<file path="src/rtl/slb_pkg.sv">
// Package for the self-test LED and beeper reporter: codes, timing and state types.
// Assumes one 10 MHz system clock and a self-test sequencer on the same clock.
// Summary of operation
// - While testing, LEDs show a code for the current test state.
// - Passing test turns all LEDs off and boot scanning starts at once.
// - On failure, LEDs finally show only the highest priority failure code.
// - If fitted, beeper sounds code bits 6..0, MSB first, one second each.
// - Without any failure the beeper stays silent throughout.
// - Checksum failure shows risk prompt, waits for return key without timeout.
// - Other failures show wait prompt and time out after one minute.
// - Unattended, an expired wait boots the first system found.
// - Return key during the wait stops beeping and cancels the wait.
// - Return key during the wait selects attended mode, no automatic boot.
// - Upper bits 00: progress state, lower six bits the state number.
// - Upper bits 01: required device missing or no bus acknowledge.
// - Upper bits 10: device found but failed its test.
// - Special codes outrank every other failure.
// - Device field 00 with failure number: miscellaneous, highest category.
// - Device field 01 with peripheral number: medium priority.
// - Device field with bit 5 set: plug-in card, lowest priority.
`default_nettype none

package slb_pkg;

    // Timing
    localparam int unsigned CLK_HZ        = 10_000_000;
    localparam int unsigned BEEP_BIT_MS   = 1000;
    localparam int unsigned BEEP_BIT_CYC  = BEEP_BIT_MS * (CLK_HZ / 1000);
    localparam int unsigned WAIT_S        = 60;
    localparam int unsigned WAIT_CYC      = WAIT_S * CLK_HZ;

    // Code layout
    localparam int unsigned CAT_MSB       = 7;
    localparam int unsigned CAT_LSB       = 6;
    localparam int unsigned GRP_MSB       = 5;
    localparam int unsigned GRP_LSB       = 4;
    localparam int unsigned BEEP_MSB      = 6;
    localparam logic [1:0]  CAT_STATE     = 2'h0;
    localparam logic [1:0]  CAT_MISSING   = 2'h1;
    localparam logic [1:0]  CAT_FAILING   = 2'h2;
    localparam logic [1:0]  GRP_MISC      = 2'h0;
    localparam logic [1:0]  GRP_PERIPH    = 2'h1;

    // Priority ranks
    localparam logic [1:0]  RANK_SPECIAL  = 2'h3;
    localparam logic [1:0]  RANK_MISC     = 2'h2;
    localparam logic [1:0]  RANK_PERIPH   = 2'h1;
    localparam logic [1:0]  RANK_CARD     = 2'h0;

    // Reset and pass values
    localparam logic [7:0]  LED_RESET     = 8'h00;
    localparam logic [7:0]  LED_PASS      = 8'h00;

    typedef enum logic [2:0] {
        ST_RUN,
        ST_WAIT_KEY,
        ST_WAIT_MIN,
        ST_BOOT
    } slb_st_t;

    typedef struct packed {
        logic       valid;
        logic       special;
        logic       checksum;
        logic [7:0] code;
    } slb_fail_t;

    typedef struct packed {
        slb_st_t     st;
        logic [7:0]  led;
        logic [7:0]  fcode;
        logic [1:0]  frank;
        logic        fany;
        logic        fcks;
        logic [31:0] wait_cnt;
        logic [31:0] bit_cnt;
        logic [2:0]  bit_idx;
        logic        beep_on;
        logic        tone_hi;
        logic        attended;
        logic        boot_go;
        logic        auto_boot;
        logic        p_risk;
        logic        p_wait;
        logic [2:0]  key_sy;
        logic [1:0]  fit_sy;
    } slb_state_t;

endpackage

`default_nettype wire

</file>
<file path="src/rtl/slb_reporter.sv">
// Self-test result reporter: LED display, serial beep code and post-test wait.
// Assumes progress and failure strobes come from the sequencer on clk_sys_i;
// the return key and beeper strap are asynchronous pins.
`default_nettype none

module slb_reporter #(
    parameter int unsigned BIT_CYC  = slb_pkg::BEEP_BIT_CYC,
    parameter int unsigned WAIT_CYC = slb_pkg::WAIT_CYC
) (
    // Clock and reset
    input  wire logic              clk_sys_i,
    input  wire logic              rst_i,
    // Self-test sequencer
    input  wire logic              state_load_i,
    input  wire logic [5:0]        state_num_i,
    input  wire slb_pkg::slb_fail_t fail_i,
    input  wire logic              test_done_i,
    // Pins
    input  wire logic              return_key_i,
    input  wire logic              beeper_fitted_i,
    // Display and beeper
    output logic [7:0]             led_o,
    output logic                   tone_en_o,
    output logic                   tone_high_o,
    // Prompts and boot hand-over
    output logic                   prompt_risk_o,
    output logic                   prompt_wait_o,
    output logic                   boot_scan_o,
    output logic                   attended_o,
    output logic                   auto_boot_o
);

    slb_pkg::slb_state_t q;
    slb_pkg::slb_state_t d;
    logic                key_press;
    logic                fit;
    logic [1:0]          new_rank;

    // Ranking by special flag and device field; within one rank the earliest failure is kept
    function automatic logic [1:0] rank_of(input slb_pkg::slb_fail_t f);
        logic [1:0] r;
        if (f.special) begin
            r = slb_pkg::RANK_SPECIAL;
        end else if (f.code[slb_pkg::GRP_MSB]) begin
            r = slb_pkg::RANK_CARD;
        end else if (f.code[slb_pkg::GRP_MSB:slb_pkg::GRP_LSB] == slb_pkg::GRP_MISC) begin
            r = slb_pkg::RANK_MISC;
        end else begin
            r = slb_pkg::RANK_PERIPH;
        end
        return r;
    endfunction

    assign new_rank  = rank_of(fail_i);
    assign key_press = q.key_sy[1] & ~q.key_sy[2];
    assign fit       = q.fit_sy[1];

    always_comb begin
        d         = q;
        d.boot_go = 1'b0;
        // Pins only reach logic through the second stage
        d.key_sy  = {q.key_sy[1:0], return_key_i};
        d.fit_sy  = {q.fit_sy[0], beeper_fitted_i};

        if (q.beep_on) begin
            if (q.bit_cnt == 32'(BIT_CYC - 1)) begin
                d.bit_cnt = '0;
                if (q.bit_idx == 3'h0) begin
                    d.beep_on = 1'b0;
                    d.tone_hi = 1'b0;
                end else begin
                    d.bit_idx = q.bit_idx - 3'h1;
                    d.tone_hi = q.fcode[d.bit_idx];
                end
            end else begin
                d.bit_cnt = q.bit_cnt + 32'h1;
            end
        end

        unique case (q.st)
            slb_pkg::ST_RUN: begin
                if (state_load_i) begin
                    d.led = {slb_pkg::CAT_STATE, state_num_i};
                end
                if (fail_i.valid && (!q.fany || new_rank > q.frank)) begin
                    d.fcode = fail_i.code;
                    d.frank = new_rank;
                    d.fcks  = fail_i.checksum;
                    d.fany  = 1'b1;
                end
                if (test_done_i) begin
                    if (!q.fany) begin
                        d.led       = slb_pkg::LED_PASS;
                        d.boot_go   = 1'b1;
                        d.auto_boot = ~q.attended;
                        d.st        = slb_pkg::ST_BOOT;
                    end else begin
                        d.led     = q.fcode;
                        d.beep_on = fit;
                        d.tone_hi = fit & q.fcode[slb_pkg::BEEP_MSB];
                        d.bit_idx = 3'(slb_pkg::BEEP_MSB);
                        d.bit_cnt = '0;
                        d.wait_cnt = '0;
                        if (q.fcks) begin
                            d.p_risk = 1'b1;
                            d.st     = slb_pkg::ST_WAIT_KEY;
                        end else begin
                            d.p_wait = 1'b1;
                            d.st     = slb_pkg::ST_WAIT_MIN;
                        end
                    end
                end
            end
            slb_pkg::ST_WAIT_KEY: begin
                if (key_press) begin
                    d.beep_on   = 1'b0;
                    d.tone_hi   = 1'b0;
                    d.attended  = 1'b1;
                    d.p_risk    = 1'b0;
                    d.boot_go   = 1'b1;
                    d.auto_boot = 1'b0;
                    d.st        = slb_pkg::ST_BOOT;
                end
            end
            slb_pkg::ST_WAIT_MIN: begin
                if (key_press) begin
                    d.beep_on   = 1'b0;
                    d.tone_hi   = 1'b0;
                    d.p_wait    = 1'b0;
                    d.boot_go   = 1'b1;
                    d.attended  = 1'b1;
                    d.auto_boot = 1'b0;
                    d.st        = slb_pkg::ST_BOOT;
                end else if (q.wait_cnt == 32'(WAIT_CYC - 1)) begin
                    d.p_wait    = 1'b0;
                    d.boot_go   = 1'b1;
                    d.auto_boot = ~q.attended;
                    d.st        = slb_pkg::ST_BOOT;
                end else begin
                    d.wait_cnt = q.wait_cnt + 32'h1;
                end
            end
            slb_pkg::ST_BOOT: begin
                d.led = q.led;
            end
            default: begin
                d.st = slb_pkg::ST_RUN;
            end
        endcase
    end

    // Beeping after a timeout may run on into boot; ST_BOOT ignores the key, so it plays to the end
    always_ff @(posedge clk_sys_i) begin
        if (rst_i) begin
            q     <= '0;
            q.st  <= slb_pkg::ST_RUN;
            q.led <= slb_pkg::LED_RESET;
        end else begin
            q <= d;
        end
    end

    assign led_o         = q.led;
    assign tone_en_o     = q.beep_on;
    assign tone_high_o   = q.tone_hi;
    assign prompt_risk_o = q.p_risk;
    assign prompt_wait_o = q.p_wait;
    assign boot_scan_o   = q.boot_go;
    assign attended_o    = q.attended;
    assign auto_boot_o   = q.auto_boot;
endmodule // slb_reporter

`default_nettype wire

</file>
<file path="config.mk">
export PLATFORM = sky130hd
export DESIGN_NAME = slb_reporter
export DESIGN_NICKNAME = d
export VERILOG_FILES = /design/src/rtl/slb_pkg.sv /design/src/rtl/slb_reporter.sv
export SDC_FILE = /design/constraint.sdc
export NUM_CORES = 1
export LEC_CHECK = 0
export ABC_CLOCK_PERIOD_IN_PS = 6300
export BUFFER_PORTS_ARGS = -buffer_cell sky130_fd_sc_hd__buf_2
export CORE_MARGIN = 4
export CORE_UTILIZATION = 25
export CTS_CLUSTER_SIZE = 14
export DETAILED_ROUTE_END_ITERATION = 6
export PLACE_DENSITY = 0.51
export SYNTH_ARGS = -nofsm -noshare
export SYNTH_HDL_FRONTEND = slang
export SYNTH_SLANG_ARGS = --single-unit
</file>
<file path="constraint.sdc">
create_clock -name clk_sys_i -period 6.3 [get_ports clk_sys_i]
set_input_delay 0.63 -clock clk_sys_i [delete_from_list [all_inputs] [get_ports clk_sys_i]]
set_output_delay 0.63 -clock clk_sys_i [all_outputs]
set_load 0.02 [all_outputs]
</file>
==> results.sh <==
export IMPL_syn_num_nets=633
export IMPL_final_cell_count_no_fill=877
export IMPL_grt_pass1_wl_mm=19.3
export IMPL_hold_viol=0
export IMPL_vias=4180
export IMPL_critPathKind="flop to flop"
export IMPL_yosys_warnings=0
export IMPL_rows=51
export IMPL_report_final_slew_viol_count=0
export IMPL_cts_buffers=9
export IMPL_core_area_sq_um=19700
export IMPL_ys_top_cells_by_area="dfxtp_1 40%, nor2_1 5.4%, xor2_1 4.0%"
export IMPL_yosysSeqAreaShare_pct=39.9
export IMPL_hold_end="d[4]"
export IMPL_antenna_found_initial=0
export IMPL_p_per_area_nw_per_um2=296
export IMPL_fin_nets=643
export IMPL_firstDrtPassIters=4
export IMPL_multi_input_area_sq_um=2800
export IMPL_drive_above_1_share_pct=10.3
export IMPL_die_w_microns=150
export IMPL_vdd_drop_max_v=0.000157
export IMPL_routed_via_density=4.77
export IMPL_status="finished, final reports clean"
export IMPL_regArea_sq_um=2020
export IMPL_crit_fanout=18
export IMPL_die_y_microns=150
export IMPL_grt_pass1_vias=3823
export IMPL_final_setup_viol_count=0
export IMPL_cts_resized=0
export IMPL_reg2reg_from="q[99]"
export IMPL_yosys_register_bits=101
export IMPL_drc=0
export IMPL_io_buffers=37
export IMPL_diodes=0
export IMPL_drv_cap=0
export IMPL_ant_nets=0
export IMPL_die_area_sq_um=22600
export IMPL_crit_path_max_incr_delay_ps=620
export IMPL_synth_top_area_share_pct=39.9
export IMPL_initialDrtViolationCount=223
export IMPL_dp_cells=861
export IMPL_synth_edff_count=0
export IMPL_cts_tree="built"
export IMPL_synth_cell_type_count=52
export IMPL_ff2ff_path_depth=7
export IMPL_hp_start="d[3]"
export IMPL_cts_buffer_depth=2
export IMPL_synth_top_flop_cell="dfxtp_1"
export IMPL_min_period_over_period_pct=47.8
export IMPL_wl_per_cell_microns=13.5
export IMPL_hold_depth=1
export IMPL_worst_pin_slew_ps=1040
export IMPL_htreeDepth=3
export IMPL_start_util_pct=25.7
export IMPL_syn_area_sq_um=5070
export IMPL_worstPathArrival_ps=3280
export IMPL_dp_hpwl_mm=8.31
export IMPL_cp_num_buf_inv=1
export IMPL_overflow=0
export IMPL_synth_most_common_cell="dfxtp_1"
export IMPL_fin_crit_ps=3010
export IMPL_synth_top_area_cell="dfxtp_1"
export IMPL_tns_ps=0
export IMPL_postCtsHoldBufs=0
export IMPL_reg2reg_slack_ps=3290
export IMPL_hold_path_class="flop to flop"
export IMPL_path_cells="inv_1 > ha_1 > nor2_1 > a211o_4 > or4_4 > or4_1 > a21oi_1"
export IMPL_finClkSkew_ps=13.3
export IMPL_postCtsSetupBuffers=0
export IMPL_start_kind="flop"
export IMPL_crit_slowest_cell="or4_4"
export IMPL_cts_root_buf="clkbuf_16"
export IMPL_p_leak_nw=1.98
export IMPL_critical_path_top_delay_family="simple AND/OR/NAND/NOR gates"
export IMPL_clock_sinks=101
export IMPL_grt_setup_unrepaired="false"
export IMPL_gp_congestion=0.757
export IMPL_synthTopCellsByCount="101 x dfxtp_1, 73 x nor2_1, 40 x nand2_1"
export IMPL_syn_avg_cell_area_sq_um=8.49
export IMPL_cp_end_kind="flop"
export IMPL_io_pins=38
export IMPL_syn_inst=597
export IMPL_relSlewSlack_pct=31.0
export IMPL_grt_max_degree=42
export IMPL_track_usage_pct=10.6
export IMPL_clk_latency_ps=350
export IMPL_synth_async_reset_ratio_pct=0
export IMPL_clk_pin_slew_ps=70
export IMPL_fillCellCount=2138
export IMPL_reg2reg_to="q[78]"
export IMPL_required_ps=6570
export IMPL_area_growth_pct=12.4
export IMPL_fmax_mhz=332
export IMPL_drt_wl_total_mm=11.8
per-layer routing:
| layer | GRT usage (%) | part of all wire, % | vias to the layer above |
|---|---|---|---|
| li1 | - | - | 2169 |
| met1 | 14.6 | 51 | 1978 |
| met5 | 0 | 0 | - |
| met2 | 16.4 | 46 | 25 |
| met3 | 3.28 | 2.4 | 8 |
| met4 | 2.10 | 0.71 | 0 |
logic make-up after synthesis:
group / synth area share, %
simple gates: 29.4
fa+ha+maj: 3.21
mux: 4.66
flops: 39.9
compound gates: 11.4
buf+inv: 4.86
xor+xnor: 6.56
worst max path at each step:
stage / start / cells after the start / to / slack (ps)
CTS: q[99] / 7 / q[78] / 3300
global placement: q[99] / 7 / q[74] / 3390
global route: q[99] / 7 / q[78] / 3150
detailed placement: q[100] / 7 / q[74] / 3330
finish: q[99] / 7 / q[78] / 3290
floorplan: q[99] / 9 / q[76] / 3720
flip-flops by register name, summed over array words and instances, names as in the netlist:
register and count:
boot_scan_o 1, tone_en_o 1, led_o 8, d 3
prompt_risk_o 1, prompt_wait_o 1, fit 1, attended_o 1
auto_boot_o 1, tone_high_o 1, q 82
layout by cell type, fill, tap and decap left out, types with 3 or more instances in the layout:
| cell type | count |
|---|---|
| a21oi_1 | 37 |
| a311oi_1 | 8 |
| and2_1 | 8 |
| and3_1 | 13 |
| and4_1 | 6 |
| buf_2 | 37 |
| clkbuf_16 | 9 |
| dfxtp_1 | 101 |
| ha_1 | 13 |
| inv_1 | 12 |
| mux2i_1 | 18 |
| nand2_1 | 40 |
| nand2b_1 | 4 |
| nand3_1 | 34 |
| nand3b_1 | 3 |
| nand4_1 | 31 |
| nor2_1 | 73 |
| nor2b_1 | 7 |
| nor3_1 | 9 |
| nor3b_1 | 3 |
| nor4_1 | 14 |
| nor4b_1 | 5 |
| o21a_1 | 3 |
| o21ai_0 | 23 |
| o31ai_1 | 6 |
| or3_1 | 17 |
| or4_1 | 7 |
| xnor2_1 | 15 |
| xor2_1 | 23 |
worst register-to-register path, stage by stage (launching register included):
cell and delay (ps):
dfxtp_1 350, inv_1 110, ha_1 550, nor2_1 180
a211o_4 430, or4_4 630, or4_1 520, a21oi_1 160
power by group:
part	internal (mW)	total, mW	switching, mW
logic	0.145	0.386	0.241
clock network	0.321	0.571	0.251
registers	0.685	0.729	0.0439
through the flow:
stage	instance area, sq um	setup slack [ps]	util, %	hold WS, ps	power (mW)
floorplan	5070	3720	-	414	1.06
global placement	5400	3390	27.4	437	1.13
detailed placement	5400	3330	27.4	436	1.13
CTS	5700	3300	28.9	462	1.71
global route	5700	3150	28.9	475	1.78
finish	5700	3290	28.9	452	1.69
layout make-up:
cell class | instances | area share [%]
Clock buffer | 11 | 4.26
Clock inverter | 5 | 1.01
Inverter | 12 | 0.790
Multi-Input combinational cell | 444 | 49.2
Sequential cell | 101 | 35.5
Tap cell | 265 | 5.82
Timing Repair Buffer | 39 | 3.51
(Power assumes the default switching activity.)
